[config.mk]
export PLATFORM = sky130hd
export DESIGN_NAME = stop_recovery_reset_indicator
export DESIGN_NICKNAME = d
export VERILOG_FILES = /design/src/stop_recovery_pkg.sv /design/src/delay_timer_if.sv /design/src/delay_timer.sv /design/src/pin_low_filter.sv /design/src/stop_recovery_reset_indicator.sv
export SDC_FILE = /design/constraint.sdc
export NUM_CORES = 1
export LEC_CHECK = 0
export CAP_MARGIN = 20
export CORE_MARGIN = 10
export CORE_UTILIZATION = 37
export CTS_BUF_LIST = sky130_fd_sc_hd__clkbuf_8
export CTS_CLUSTER_SIZE = 8
export DETAILED_ROUTE_END_ITERATION = 10
export DONT_BUFFER_PORTS = 1
export SYNTH_ARGS = -nofsm -noshare
export SYNTH_HDL_FRONTEND = slang
export SYNTH_SLANG_ARGS = --single-unit
[constraint.sdc]
create_clock -name sys_clk -period 2.7 [get_ports sys_clk]
set_input_delay 0.54 -clock sys_clk [delete_from_list [all_inputs] [get_ports sys_clk]]
set_output_delay 0.54 -clock sys_clk [all_outputs]
set_load 0.01 [all_outputs]
[src/stop_recovery_pkg.sv]
package stop_recovery_pkg;

  // ---------------------------------------------------------------------------
  // Timing
  // ---------------------------------------------------------------------------
  localparam int CLK_PERIOD_NS         = 100;
  localparam int RESET_DELAY_NS        = 100_000;
  localparam int RESET_DELAY_CYCLES    = (RESET_DELAY_NS + CLK_PERIOD_NS - 1) / CLK_PERIOD_NS;
  localparam int RECOVERY_DELAY_NS     = 20_000;
  localparam int RECOVERY_DELAY_CYCLES =
    (RECOVERY_DELAY_NS + CLK_PERIOD_NS - 1) / CLK_PERIOD_NS;
  localparam int RECOVERY_TAIL_CYCLES  = 6;
  localparam int PIN_MIN_LOW_CYCLES    = 4;

  localparam logic [15:0] RESET_DELAY_COUNT = 16'(RESET_DELAY_CYCLES);
  localparam logic [15:0] FAST_RECOV_COUNT  = 16'(RECOVERY_TAIL_CYCLES);
  localparam logic [15:0] SLOW_RECOV_COUNT  =
    16'(RECOVERY_DELAY_CYCLES + RECOVERY_TAIL_CYCLES);

  // ---------------------------------------------------------------------------
  // Register map (byte addresses)
  // ---------------------------------------------------------------------------
  localparam logic [4:0] ADDR_STATUS   = 5'h00;
  localparam logic [4:0] ADDR_CONTROL  = 5'h04;
  localparam logic [4:0] ADDR_WAKE     = 5'h08;
  localparam logic [4:0] ADDR_PORT     = 5'h0C;
  localparam logic [4:0] ADDR_CLOCK    = 5'h10;

  // Status field positions.
  localparam int ST_POR  = 7;
  localparam int ST_STOP = 6;
  localparam int ST_WDT  = 5;
  localparam int ST_EXT  = 4;
  localparam int ST_LVD  = 0;

  // Control field positions.
  localparam int CT_DBG_RST   = 0;
  localparam int CT_FAST      = 1;
  localparam int CT_KEEP      = 2;
  localparam int CT_PIN_OUT   = 3;
  localparam int CT_WDT_IRQ   = 4;
  localparam int CT_FLL       = 5;
  localparam int CT_GIE       = 6;
  localparam int CT_STOP      = 7;
  localparam int CT_OSC_EN    = 8;
  localparam int CT_CLK_ALT   = 9;

  localparam logic [7:0]  DCO_CODE_RESET = 8'h80;
  localparam logic [15:0] VECTOR_ADDR_HI = 16'h0002;
  localparam logic [15:0] VECTOR_ADDR_LO = 16'h0003;
  localparam int          PORT_COUNT     = 8;

  typedef enum logic [2:0] {
    RUN, STOP, RECOVER, FETCH_HI, FETCH_LO, SYS_RESET
  } seq_state_t;

endpackage

[src/delay_timer_if.sv]
`timescale 1ns/1ns
interface delay_timer_if;
  logic        start;
  logic [15:0] count;
  logic        done;

  modport ctrl  (output start, output count, input done);
  modport timer (input start, input count, output done);
endinterface

[src/delay_timer.sv]
`timescale 1ns/1ns
module delay_timer
  import stop_recovery_pkg::*;
(
  input wire logic  sys_clk, // System clock.
  input wire logic  nrst,    // Asynchronous reset, active low.
  delay_timer_if.timer tmr   // Start, count and done.
);
  typedef struct packed {
    logic [15:0] cnt;
    logic        busy;
    logic        done;
  } timer_state_t;

  timer_state_t s;
  timer_state_t next_s;

  // Done pulses count cycles after start is seen; a new start restarts it.
  always_comb begin
    next_s      = s;
    next_s.done = 1'b0;
    if (tmr.start) begin
      next_s.cnt  = tmr.count;
      next_s.busy = 1'b1;
    end else if (s.busy) begin
      next_s.cnt = s.cnt - 16'h0001;
      if (s.cnt <= 16'h0001) begin
        next_s.busy = 1'b0;
        next_s.done = 1'b1;
      end
    end
  end

  always_ff @(posedge sys_clk or negedge nrst) begin
    if (!nrst) begin
      s <= '0;
    end else begin
      s <= next_s;
    end
  end

  assign tmr.done = s.done;
endmodule

[src/pin_low_filter.sv]
`timescale 1ns/1ns
module pin_low_filter
  import stop_recovery_pkg::*;
(
  input  wire logic sys_clk, // System clock.
  input  wire logic nrst,    // Asynchronous reset, active low.
  input  wire logic pin_n,   // Pin level, low is asserted.
  output logic      low_seen // Pin held low long enough.
);
  typedef struct packed {
    logic [2:0] cnt;
    logic       low;
  } filter_state_t;

  filter_state_t s;
  filter_state_t next_s;

  // Low pulses shorter than the minimum width never reach low_seen.
  always_comb begin
    next_s = s;
    if (pin_n) begin
      next_s.cnt = 3'h0;
      next_s.low = 1'b0;
    end else if (s.cnt >= 3'(PIN_MIN_LOW_CYCLES - 1)) begin
      next_s.low = 1'b1;
    end else begin
      next_s.cnt = s.cnt + 3'h1;
    end
  end

  always_ff @(posedge sys_clk or negedge nrst) begin
    if (!nrst) begin
      s <= '0;
    end else begin
      s <= next_s;
    end
  end

  assign low_seen = s.low;
endmodule

[src/stop_recovery_reset_indicator.sv]
// Decided for this implementation: the register offsets and the Avalon-MM interface to the registers.
`timescale 1ns/1ns
// Summary of operation
// - Reset pin is driven low open-drain during system reset or when enabled.
// - Internal reset events hold the reset pin low for the whole reset delay.
// - Debugger reset request resets the chip except the debugger itself.
// - Debugger reset request bit clears itself during the system reset.
// - After a debugger reset completes the power-on flag is set.
// - Recovery changes only status, clock control, interrupt control state and port input data.
// - Recovery reloads the last oscillator code and selects it, loop disabled.
// - Enabled oscillator runs in stop if keep bit set, else halts and restarts.
// - Entering stop disables the frequency loop until software re-enables it.
// - Recovery takes 6 cycles when fast, else analog delay plus 6 cycles.
// - After recovery the restart vector is fetched from 0002h and 0003h.
// - Recovery sets the stop flag and clears the global interrupt enable.
// - Peripherals other than the watchdog wake the device only when enabled as wake sources.
// - Watchdog time-out in stop recovers and sets watchdog and stop flags.
// - Reading status clears the watchdog flag and its pending interrupt.
// - Enabled timer, comparator high, calendar or voltage event wakes the device.
// - Either edge on an enabled port pin wakes the device.
// - A port pin still changed at recovery end with interrupt enabled raises it once interrupts return.
// - Port data freezes in stop; only levels lasting to recovery end are seen.
// - Filtered low on reset pin in stop gives full system reset.
// - Low on debug pin in stop gives full system reset.
// - Reading status clears its upper four flags, not the low-voltage flag.
module stop_recovery_reset_indicator
  import stop_recovery_pkg::*;
(
  input  wire logic        sys_clk,                 // System clock, 10 MHz.
  input  wire logic        nrst,                    // Asynchronous reset, active low.
  input  wire logic [4:0]  avs_address,             // Avalon byte address.
  input  wire logic        avs_read,                // Avalon read request.
  input  wire logic        avs_write,               // Avalon write request.
  input  wire logic [31:0] avs_writedata,           // Avalon write data.
  output logic      [31:0] avs_readdata,            // Avalon read data.
  output logic             avs_waitrequest,         // Avalon wait request.
  input  wire logic        reset_pin_in,            // Reset pin level.
  output logic             reset_pin_out,           // Reset pin drive value.
  output logic             reset_pin_oe_n,          // Reset pin drive enable, low drives.
  input  wire logic        debug_pin_in,            // Debug pin level.
  input  wire logic        por_event,               // Power-on or brown-out reset pulse.
  input  wire logic        wdt_timeout,             // Watchdog time-out pulse.
  input  wire logic        timer_event,             // Timer interrupt assertion.
  input  wire logic        comparator_out,          // Comparator output.
  input  wire logic        rtc_event,               // Calendar clock interrupt.
  input  wire logic        lvd_event,               // Low-voltage detector interrupt.
  input  wire logic        lvd_level,               // Supply below low-voltage threshold.
  input  wire logic [7:0]  port_pins,               // Port pin levels.
  output logic             system_reset,            // Reset to all but the debugger.
  output logic             cpu_hold,                // Processor held idle.
  output logic             vector_fetch,            // Restart vector byte fetch strobe.
  output logic      [15:0] vector_addr,             // Restart vector byte address.
  output logic             dco_select,              // Oscillator is the system clock.
  output logic             dco_load,                // Load oscillator code strobe.
  output logic      [7:0]  dco_code,                // Oscillator delay code.
  output logic             frequency_locked_loop,   // Frequency loop enable.
  output logic             osc_run,                 // Precision or crystal source runs.
  output logic             stop_mode,               // Device in stop mode.
  output logic             global_interrupt_enable, // Interrupt enable.
  output logic             wdt_irq,                 // Watchdog interrupt request.
  output logic      [7:0]  port_irq,                // Port interrupt requests.
  output logic      [7:0]  port_input_data          // Port input data.
);

  // ---------------------------------------------------------------------------
  // State
  // ---------------------------------------------------------------------------
  typedef struct packed {
    seq_state_t  state;
    logic        waitreq;
    logic [31:0] rdata;
    logic        por;
    logic        stp;
    logic        wdt;
    logic        ext;
    logic        low_voltage_detector;
    logic [9:0]  ctrl;
    logic [3:0]  wake_en;
    logic [7:0]  port_wake_en;
    logic [7:0]  port_irq_en;
    logic [7:0]  port_pend;
    logic [7:0]  port_snap;
    logic [7:0]  port_in;
    logic [7:0]  digitally_controlled_oscillator;
    logic        dco_load;
    logic        tstart;
    logic [15:0] tcount;
    logic        delay_done;
    logic        from_dbg;
    logic        wdt_irq;
    logic        fetch;
    logic [15:0] vaddr;
    logic        sysrst;
    logic        hold;
    logic        pin_oe_n;
    logic        osc_run;
    logic [7:0]  port_irq;
  } seq_t;

  localparam seq_t SEQ_RESET = '{
    state: RUN, waitreq: 1'b1, ctrl: 10'(1 << CT_OSC_EN), digitally_controlled_oscillator: DCO_CODE_RESET,
    pin_oe_n: 1'b1, osc_run: 1'b1, default: '0};

  seq_t s;
  seq_t next_s;

  delay_timer_if tmr ();
  logic          pin_low;
  logic          req;
  logic          rd_acc;
  logic          wr_acc;
  logic          go_reset;
  logic          wake;
  logic [7:0]    edges;

  delay_timer u_timer (
    .sys_clk (sys_clk),
    .nrst    (nrst),
    .tmr     (tmr.timer)
  );

  // Our own drive of the pin reads back low, so it is masked from the filter.
  pin_low_filter u_pin_filter (
    .sys_clk  (sys_clk),
    .nrst     (nrst),
    .pin_n    (reset_pin_in | ~s.pin_oe_n),
    .low_seen (pin_low)
  );

  assign tmr.start = s.tstart;
  assign tmr.count = s.tcount;

  // ---------------------------------------------------------------------------
  // Next state
  // ---------------------------------------------------------------------------
  always_comb begin
    next_s          = s;
    next_s.dco_load = 1'b0;
    next_s.tstart   = 1'b0;
    next_s.fetch    = 1'b0;
    next_s.low_voltage_detector      = lvd_level;
    go_reset        = 1'b0;
    wake            = 1'b0;
    edges           = (port_pins ^ s.port_snap) & s.port_wake_en;

    // Bus slave: one wait cycle, then the access is taken.
    req            = avs_read | avs_write;
    rd_acc         = avs_read & ~s.waitreq;
    wr_acc         = avs_write & ~s.waitreq;
    next_s.waitreq = ~(req & s.waitreq);
    if (avs_read && s.waitreq) begin
      unique case (avs_address)
        ADDR_STATUS:  next_s.rdata = {24'h0000_00, s.por, s.stp, s.wdt, s.ext, 3'h0, s.low_voltage_detector};
        ADDR_CONTROL: next_s.rdata = {22'h00_0000, s.ctrl};
        ADDR_WAKE:    next_s.rdata = {16'h0000, s.port_wake_en, 4'h0, s.wake_en};
        ADDR_PORT:    next_s.rdata = {8'h00, s.port_in, s.port_pend, s.port_irq_en};
        ADDR_CLOCK:   next_s.rdata = {16'h0000, 5'h00, s.state, s.digitally_controlled_oscillator};
        default:      next_s.rdata = 32'h0000_0000;
      endcase
    end

    if (rd_acc && avs_address == ADDR_STATUS) begin
      next_s.por     = 1'b0;
      next_s.stp     = 1'b0;
      next_s.wdt     = 1'b0;
      next_s.ext     = 1'b0;
      next_s.wdt_irq = 1'b0;
    end
    if (wr_acc) begin
      unique case (avs_address)
        ADDR_CONTROL: next_s.ctrl = avs_writedata[9:0];
        ADDR_WAKE: begin
          next_s.wake_en      = avs_writedata[3:0];
          next_s.port_wake_en = avs_writedata[15:8];
        end
        ADDR_PORT: begin
          next_s.port_irq_en = avs_writedata[7:0];
          next_s.port_pend   = s.port_pend & ~avs_writedata[15:8];
        end
        ADDR_CLOCK: next_s.digitally_controlled_oscillator = avs_writedata[7:0];
        default: ;
      endcase
    end

    // -------------------------------------------------------------------------
    // Sequencer
    // -------------------------------------------------------------------------
    unique case (s.state)
      RUN: begin
        // Hold lasts through the second vector byte and drops with it.
        next_s.hold    = 1'b0;
        next_s.port_in = port_pins;
        if (wdt_timeout) begin
          next_s.wdt = 1'b1;
          if (s.ctrl[CT_WDT_IRQ]) begin
            next_s.wdt_irq = 1'b1;
          end else begin
            go_reset = 1'b1;
          end
        end
        if (next_s.ctrl[CT_STOP]) begin
          next_s.state          = STOP;
          next_s.ctrl[CT_STOP]  = 1'b0;
          next_s.ctrl[CT_FLL]   = 1'b0;
          next_s.port_snap      = port_pins;
          next_s.hold           = 1'b1;
        end
      end
      STOP: begin
        wake = wdt_timeout
             | (|(s.wake_en & {lvd_event, rtc_event, comparator_out, timer_event}))
             | (|edges);
        // Debug pin low outranks any wake source.
        if (debug_pin_in == 1'b0) begin
          go_reset = 1'b1;
        end else if (wake) begin
          next_s.state          = RECOVER;
          next_s.stp            = 1'b1;
          next_s.ctrl[CT_GIE]   = 1'b0;
          next_s.ctrl[CT_FLL]   = 1'b0;
          next_s.ctrl[CT_CLK_ALT] = 1'b0;
          next_s.dco_load       = 1'b1;
          next_s.tstart         = 1'b1;
          next_s.tcount         = s.ctrl[CT_FAST] ? FAST_RECOV_COUNT
                                                  : SLOW_RECOV_COUNT;
          if (wdt_timeout) begin
            next_s.wdt     = 1'b1;
            next_s.wdt_irq = s.ctrl[CT_WDT_IRQ];
          end
        end
      end
      RECOVER: begin
        if (tmr.done) begin
          next_s.state     = FETCH_HI;
          next_s.port_in   = port_pins;
          next_s.port_pend = next_s.port_pend
                           | ((port_pins ^ s.port_snap) & s.port_irq_en);
        end
      end
      FETCH_HI: begin
        next_s.fetch = 1'b1;
        next_s.vaddr = VECTOR_ADDR_HI;
        next_s.state = FETCH_LO;
      end
      FETCH_LO: begin
        next_s.fetch = 1'b1;
        next_s.vaddr = VECTOR_ADDR_LO;
        next_s.state = RUN;
      end
      SYS_RESET: begin
        next_s.ctrl[CT_DBG_RST] = 1'b0;
        if (tmr.done) begin
          next_s.delay_done = 1'b1;
        end
        // Leave once the delay is over and the pin is free.
        if ((s.delay_done || tmr.done) && !pin_low) begin
          next_s.state  = FETCH_HI;
          next_s.sysrst = 1'b0;
          if (s.from_dbg) begin
            next_s.por = 1'b1;
          end
        end
      end
      // An unused state code cannot be left in place,
      // so it restarts the chip.
      default: begin
        go_reset = 1'b1;
      end
    endcase

    // A power-on event restarts the reset delay even in reset; other sources start it only from outside reset.
    if (por_event) begin
      go_reset   = 1'b1;
      next_s.por = 1'b1;
    end
    if (pin_low && s.state != SYS_RESET) begin
      go_reset   = 1'b1;
      next_s.ext = 1'b1;
    end
    if (s.ctrl[CT_DBG_RST] && s.state != SYS_RESET) begin
      go_reset = 1'b1;
    end
    if (go_reset) begin
      next_s.state        = SYS_RESET;
      next_s.from_dbg     = s.ctrl[CT_DBG_RST] && !por_event;
      next_s.ctrl         = SEQ_RESET.ctrl;
      next_s.wake_en      = '0;
      next_s.port_wake_en = '0;
      next_s.port_irq_en  = '0;
      next_s.port_pend    = '0;
      next_s.wdt_irq      = 1'b0;
      next_s.digitally_controlled_oscillator          = DCO_CODE_RESET;
      next_s.sysrst       = 1'b1;
      next_s.hold         = 1'b1;
      next_s.delay_done   = 1'b0;
      next_s.tstart       = 1'b1;
      next_s.tcount       = RESET_DELAY_COUNT;
    end

    // Outputs, taken from the next state so that each sits in a flip-flop.
    next_s.pin_oe_n = ~(next_s.state == SYS_RESET || next_s.ctrl[CT_PIN_OUT]);
    next_s.osc_run  = next_s.ctrl[CT_OSC_EN]
                    & (next_s.state != STOP || next_s.ctrl[CT_KEEP]);
    next_s.port_irq = next_s.port_pend & {PORT_COUNT{next_s.ctrl[CT_GIE]}};
  end

  // ---------------------------------------------------------------------------
  // Registers
  // ---------------------------------------------------------------------------
  always_ff @(posedge sys_clk or negedge nrst) begin
    if (!nrst) begin
      s <= SEQ_RESET;
    end else begin
      s <= next_s;
    end
  end

  // ---------------------------------------------------------------------------
  // Outputs
  // ---------------------------------------------------------------------------
  assign avs_readdata            = s.rdata;
  assign avs_waitrequest         = s.waitreq;
  assign reset_pin_out           = 1'b0;
  assign reset_pin_oe_n          = s.pin_oe_n;
  assign system_reset            = s.sysrst;
  assign cpu_hold                = s.hold;
  assign vector_fetch            = s.fetch;
  assign vector_addr             = s.vaddr;
  assign dco_select              = ~s.ctrl[CT_CLK_ALT];
  assign dco_load                = s.dco_load;
  assign dco_code                = s.digitally_controlled_oscillator;
  assign frequency_locked_loop   = s.ctrl[CT_FLL];
  assign osc_run                 = s.osc_run;
  assign stop_mode               = (s.state == STOP);
  assign global_interrupt_enable = s.ctrl[CT_GIE];
  assign wdt_irq                 = s.wdt_irq;
  assign port_irq                = s.port_irq;
  assign port_input_data         = s.port_in;

endmodule
# Word level (Yosys, flattened, before mapping)

Cells that the tools add are included.

Multipliers: 0
Divide/modulo/power cells: 0
Bitwise operators: 21
Multiplexer cells: 75
Magnitude comparators: 2
Reductions and logical operators: 45
Eq/ne operators: 14
Add/subtract/negate cells: 2
Shifts and indexed selects: 0

Operators with widths:

| operator                                             | count |
|---|---|
| one-hot mux 24 bit (5 select lines)                  | 1 |
| 2-to-1 mux 38 bit                                    | 2 |
| 2-to-1 mux 18 bit                                    | 4 |
| 2-to-1 mux 8 bit                                     | 7 |
| 2-to-1 mux 1 bit                                     | 34 |
| one-hot mux 17 bit (2 select lines)                  | 1 |
| nonzero test 2 bit                                   | 17 |
| AND 8 bit                                            | 4 |
| 2-to-1 mux 3 bit                                     | 7 |
| 2-to-1 mux 20 bit                                    | 1 |
| one-hot mux 3 bit (6 select lines)                   | 1 |
| AND reduction 2 bit                                  | 9 |
| 2-to-1 mux 17 bit                                    | 1 |
| <= comparator 16 x 1 -> 1 bit, second input constant | 1 |
| 2-to-1 mux 16 bit                                    | 1 |
| one-hot mux 8 bit (2 select lines)                   | 1 |
| subtractor 16 x 1 -> 16 bit, second input constant   | 1 |
| 2-to-1 mux 12 bit                                    | 1 |
| 2-to-1 mux 2 bit                                     | 6 |
| == test 5 x 4 -> 1 bit, second input constant        | 2 |
| 2-to-1 mux 10 bit                                    | 1 |
| == test 3 bit, second input constant                 | 3 |
| 2-to-1 mux 4 bit                                     | 2 |
| NOT 8 bit                                            | 1 |
| 26 further kinds                                     | 50 |

Logic and storage cells: 195
Input port bits: 58
Memories kept: 0
Bits in registers: 175
ROM bits: 0
Bits in latches: 0
Output and inout port bits: 85
Memory bits (writable): 0

# Longest topological paths before layout

Gate-level depths: netlist of the first run.

Depth after elaboration: 11
Gate-level depth with buffers: 8
Depth with buffers taken out: 7

# By module

A second synthesis of the first run with hierarchy kept.

Cell total of the unflattened synthesis: 699
Area total of the unflattened synthesis: 7,008.0 um^2

Modules (own cells, without submodules):

| module                        | times used | cells each | seq. area each (um^2) | area each (um^2) |
|---|---|---|---|---|
| stop_recovery_reset_indicator | 1          | 575        | 2,959.1               | 5,746.8 |
| delay_timer                   | 1          | 107        | 450.4                 | 1,059.8 |
| pin_low_filter                | 1          | 17         | 100.1                 | 201.4 |

# Least setup slack after synthesis of the first run

Ideal clock, no wire load.

Path type: input port to flip-flop
Start: input avs_address[3]
End: register s[66] in the netlist's numbering
Arrival: 1,848 ps
Buffers on the path: 2
Setup time: 125 ps
Stages on the path: 6
Required time: 2,575 ps
Setup slack: 727 ps
Cells stage by stage: buf_2 -> nor3b_2 -> nand3_1 -> a21bo_2 -> buf_6 -> mux2_4

Cells in the longest elaborated chain, start to end: 4

Ends and longest elaborated chain:

| what                                 | line                                 | source |
|---|---|---|
| from (decl)                          | stop_recovery_reset_indicator.sv:31  | `input wire logic [4:0] avs_address,` |
| == test 5 x 3 -> 1 bit               | stop_recovery_reset_indicator.sv:170 | `unique case (avs_address)` |
| 2-to-1 mux 10 bit                    | stop_recovery_reset_indicator.sv:170 |  |
| 2-to-1 mux 38 bit                    | stop_recovery_reset_indicator.sv:169 | `if (wr_acc) begin` |
| AND reduction 2 bit (no source line) | -                                    |  |
| to (signal assigned)                 | stop_recovery_reset_indicator.sv:314 | `s <= next_s;` |
| to (decl)                            | stop_recovery_reset_indicator.sv:104 | `seq_t s;` |

Every way passes these cells. The select of a mux whose other input is x is not followed.
A chain may end at the register's enable or synchronous reset.

==> results of run 1 <==
-- sequential cells by signal (all words and copies together), names as in the netlist, 2 cells and up --
signal           cells
avs_readdata        24
dco_code             8
port_input_data      8
port_irq             8
s                   54
tmr.count            3
u_pin_filter.s       3
u_timer.s           17
vector_addr          2
-- path summary, 6_finish.rpt --
kind	start	endpoint	depth (start not counted)
max in group asynchronous	nrst	avs_waitrequest	0
hold reg to reg	tmr.count[2]	tmr.count[2]	1
setup / recovery	s[152]	port_irq[6]	5
setup reg to reg	s[152]	port_irq[6]	5
min in group sys_clk	lvd_level	s[112]	0
hold / removal	nrst	dco_code[6]	0
-- kinds of logic after synthesis --
family                   synth area share [%]
AND/OR/NAND/NOR                          16.8
AO/OA/AOI/OAI                            12.7
multiplexers                             5.17
adder cells (fa/ha/maj)                 0.723
buffers and inverters                    11.0
other                                  0.0542
flip-flops                               50.7
XOR/XNOR                                 2.91
-- worst max-delay path, stage by stage (launching register included) --
cell and delay (ps):
dfrtp_1 670, a2bb2oi_1 120, a211oi_1 390, nand2_2 320, buf_4 300, nor4b_1 350
-- where the power goes --
group / internal [mW] / switching (mW) / leakage, nW
Sequential: 2.27 / 0.255 / 1.83
Combinational: 0.235 / 0.368 / 1.00
Clock: 0.885 / 0.810 / 0.203
Total: 3.39 / 1.43 / 3.03
-- per-layer routing --
layer / vias to the layer above / wire [µm] / track usage [%]
li1: 2157 / - / -
met1: 2434 / 7780 / 18.9
met5: - / 0 / 0
met4: 0 / 247 / 4.72
met2: 209 / 8900 / 23.7
met3: 15 / 1860 / 5.54
-- stage by stage --
step / utilization, % / instances / power (mW) / setup slack (ps)
5_1_grt: 38.8 / 864 / 5.06 / 92.0
3_3_place_gp: 36.6 / 832 / 3.14 / 412
6_report: 38.8 / 864 / 4.82 / 393
3_5_place_dp: 36.6 / 832 / 3.17 / 347
4_1_cts: 38.8 / 864 / 4.87 / 412
2_1_floorplan: - / 695 / 3.11 / 727
-- cells in the final DEF (no fill, tap or decap), types with 14 or more instances in the layout --
cell type	n
nor2_1	51
clkbuf_8	20
nand3_1	27
conb_1	23
nand2_1	85
a21oi_1	42
mux2i_1	14
o21ai_0	25
dfrtp_1	135
-- timing repair --
action,CTS,global route
hold endpoints to repair,140,140
setup endpoints to repair,0,0
resized for setup,0,0
-- layout make-up --
| class | count | area, µm² |
|---|---|---|
| clock buffer | 20 | 275 |
| multi-input combinational | 441 | 2740 |
| fill | 1767 | 11100 |
| clock inverter | 12 | 123 |
| inverter | 10 | 37.5 |
| sequential | 140 | 3510 |
| tap | 229 | 287 |
| timing repair buffer | 12 | 90.1 |
==> metrics.cfg, run 1 <==
[clocking]
cts_buffers=17
cts_root_buf=clkbuf_8
cts_setup_buffers=0
clk_pin_slew_ps=80
clk_latency_ps=450
h-tree-depth=4
clockBufferDepth=2
cts_tree=built
cts.sinks=140

[setup_path]
worstPathRequired_ps=3000
arrival_ps=2610
criticalPathCategory=reg -> reg
end_kind=flop
critPathLaunchType=flop
crit_fanout=18
ff2ff_setup_slack_ps=390

[synthesis]
synth.most_common_cell=dfrtp_1
synthFlopType=dfrtp_1
synthCells=673
synth_cell_types=70
avgSynthCellArea_um2=10.3
ys_seq_area_share_pct=50.7
synthTopCellsByCount=dfrtp_1 (135), nand2_1 (86), buf_4 (76), nor2_1 (51), a21oi_1 (42)
synth.area.top_cells=dfrtp_1 (49%), buf_4 (8.2%), nand2_1 (4.7%)
synthArstFlopShare_pct=100
yosys.area.top_type=dfrtp_1
synth_seq_cells=140
yosysWarnings=0
synth_top_area_share_pct=48.8
synth.cell_area_um2=6920
synth_edf_count=0

[final_layout]
insertedDiodeCount=0
post_route_cells_drive_above_1_share_pct=13.1
syn_to_final_growth_pct=1.99
fin_area_um2=7060
nets=684

[grt]
grt_max_degree=141
grt_antenna_before_repair=0
grt_pass1_vias=4797
grt_usage_pct=15.1
globalRouteOverflowTotal=0
grt_pass1_wl_um=28400

[sta]
fin_hold_ws_ps=-207
slew_viol_final=0
slew_headroom_pct=38.2
skew_ps=16.0
period_needed_ps=2310
hold_viol=138
tns_ps=0
period_share_pct=85.5
rsz0062_at_grt=false
max_freq_mhz=433
tightestPinTransition_ps=923
finalSetupViolations=0

[flow_run]
cap_violations=0

[detailed_routing]
dr_total_vias=4815
wl_um=18800
drt.antenna.violating_nets=0
wl_per_cell_um=21.7
drt_iter0_drc=613
viasPerCell=5.57
drc=0
drtPass1Iterations=6

[hold_path]
min_path_type=in -> async

[placement]
gp_congestion=0.891
detailed_place_hpwl_um=13700
place_area_um2=6660
port_buffers=0

[die]
num_io_pins=143
die_x_um=157
die_y_um=157
dieArea_um2=24600
core-area_um2=18200
start_util_pct=38.0
rows=49

[pwr]
p_per_area_nw_per_um2=683
worst_ir_drop_vdd_uv=311
power_leakage_nw=3.03

[status]
status=finished with violations
violations=negative hold slack

Note: power is estimated with default switching activity, not from simulation.
==> run 2: changes to the inputs <==
Settings changed: PLACE_DENSITY set to 0.57.
==> metrics.cfg, run 2 (synthesis gave the netlist of run 1 again) <==
[setup_path]
critPathLaunchType=flop
reg2reg_to=port_irq[2]
crit_slowest_cell=dfrtp_1
r2r_cells=5  ; unchanged
cp.depth=5  ; unchanged
worstPathCellList=a2bb2oi_1 -> a211oi_1 -> nand2_2 -> buf_4 -> nor4b_1
worstPathRequired_ps=3010  ; about the same
arrival_ps=2570  ; -40 ps
crit_family=flip-flops
reg2reg_from=s[152]
crit_buf_inv=1  ; unchanged
crit_fanout=23  ; +5
crit_start=s[152]
slowest_delay_ps=690  ; +20 ps
ff2ff_setup_slack_ps=440  ; +50 ps
endpoint=port_irq[2]
criticalPathCategory=reg -> reg
end_kind=flop

[detailed_routing]
viasPerCell=5.50  ; -1.3%
drt.antenna.violating_nets=0  ; unchanged
wl_per_cell_um=21.5  ; -0.90%
drt_iter0_drc=459  ; -25%
drtPass1Iterations=6  ; unchanged
wl_um=18600  ; -0.79%
drc=0  ; unchanged
dr_total_vias=4756  ; -1.2%

[placement]
gp_congestion=0.904  ; +1.5%
detailed_place_hpwl_um=13600  ; -0.57%
port_buffers=0  ; unchanged
place_area_um2=6690  ; +0.49%

[sta]
rsz0062_at_grt=false
period_share_pct=83.7  ; -1.8 points
slew_headroom_pct=35.4  ; -2.9 points
period_needed_ps=2260  ; -47.4 ps
hold_viol=137  ; -0.72%
fin_hold_ws_ps=-216  ; -9.70 ps
finalSetupViolations=0  ; unchanged
skew_ps=12.2  ; -3.74 ps
tightestPinTransition_ps=967  ; +44.3 ps
slew_viol_final=0  ; unchanged
max_freq_mhz=443  ; +2.1%
tns_ps=0  ; unchanged

[grt]
grt_max_degree=141  ; unchanged
grt_pass1_wl_um=28600  ; +0.70%
grt_usage_pct=15.2  ; +0.069 points
grt_antenna_before_repair=0  ; unchanged
grt_pass1_vias=4926  ; +2.7%
globalRouteOverflowTotal=0  ; unchanged

[final_layout]
regMostFlops=s
post_route_cells_drive_above_1_share_pct=13.5  ; +0.45 points
fillers=1792  ; +1.4%
layout_common_cells=dfrtp_1 (135), nand2_1 (85), nor2_1 (51)
insertedDiodeCount=0  ; unchanged
nets=685  ; +0.15%
syn_to_final_growth_pct=2.53
final_common_cell=dfrtp_1
fin_area_um2=7100  ; +0.53%
largest_reg_flops=54  ; unchanged

[hold_path]
min_path_type=in -> async

[die]
dieArea_um2=24600  ; unchanged
die_x_um=157  ; unchanged
die_y_um=157  ; unchanged
core-area_um2=18200  ; unchanged
num_io_pins=143  ; unchanged
start_util_pct=38.0  ; unchanged
rows=49  ; unchanged

[pwr]
worst_ir_drop_vdd_uv=350  ; +12%
p_per_area_nw_per_um2=682  ; -0.17%
power_leakage_nw=3.04  ; +0.22%
power_mw=4.84  ; +0.36%

[clocking]
clockBufferDepth=2  ; unchanged
cts_buffers=17  ; unchanged
clk_pin_slew_ps=90  ; about the same
cts_tree=built
clk_latency_ps=450  ; about the same
cts_root_buf=clkbuf_8
cts_setup_buffers=0  ; unchanged
cts.sinks=140  ; unchanged
cts_resized=0  ; unchanged
h-tree-depth=4  ; unchanged

[flow_run]
cap_violations=0  ; unchanged

[status]
violations=negative hold slack
status=finished with violations

[run 2: cell count changes in the layout (fill, tap and decap cells not counted), sizes merged]
cell	change
clkbuf	-1
buf	+1
clkinv	+1
[run 2: worst register-to-register path: stages (launching register included)]
cell,delay (ps)
dfrtp_1,690
a2bb2oi_1,120
a211oi_1,360
nand2_2,270
buf_4,300
nor4b_1,380
[run 2: per-stage QoR]
| step | std cells | hold WS [ps] | util, % | setup slack [ps] |
|---|---|---|---|---|
| 3_3_place_gp | 833 | 253 | 36.8 | 530 |
| 2_1_floorplan | 695 | 244 | - | 727 |
| 4_1_cts | 865 | -250 | 39.0 | 452 |
| 5_1_grt | 865 | -255 | 39.0 | 174 |
| 6_report | 865 | -216 | 39.0 | 440 |
| 3_5_place_dp | 833 | 251 | 36.8 | 465 |
[run 2: final cells by class]
| class | instances | area (µm²) | area share, % |
|---|---|---|---|
| multi-input cells | 441 | 2740 | 38.6 |
| inverters | 10 | 37.5 | 0.529 |
| flip-flops and latches | 140 | 3510 | 49.5 |
| clock inverters | 13 | 141 | 1.99 |
| clock buffers | 19 | 262 | 3.68 |
| repair buffers | 13 | 123 | 1.73 |
| well taps | 229 | 287 | 4.04 |
[run 2: report_power, final]
part	internal, mW	leakage [nW]	switching (mW)
clock	0.873	0.198	0.843
sequential	2.27	1.83	0.253
combinational	0.241	1.01	0.359
[run 2: worst min path at each step]
| stage | slack (ps) | from | endpoint | cells after the start |
|---|---|---|---|---|
| final | -220 | nrst | avs_readdata[6] | 0 |
| after global routing | -260 | nrst | avs_readdata[6] | 0 |
| after CTS | -250 | nrst | s[113] | 0 |
| after detailed placement | 250 | nrst | avs_readdata[6] | 0 |
| after global placement | 250 | nrst | avs_readdata[6] | 0 |
| after floorplan | 240 | nrst | avs_readdata[0] | 0 |
[run 2: per-layer routing]
metal	track usage (%)	part of all wire, %	routed length [µm]	vias to the layer above
li1	-	-	-	2163
met1	18.6	42	7760	2377
met3	6.99	12	2200	13
met5	0	0	0	-
met2	23.3	46	8490	203
met4	4.54	1.0	191	0
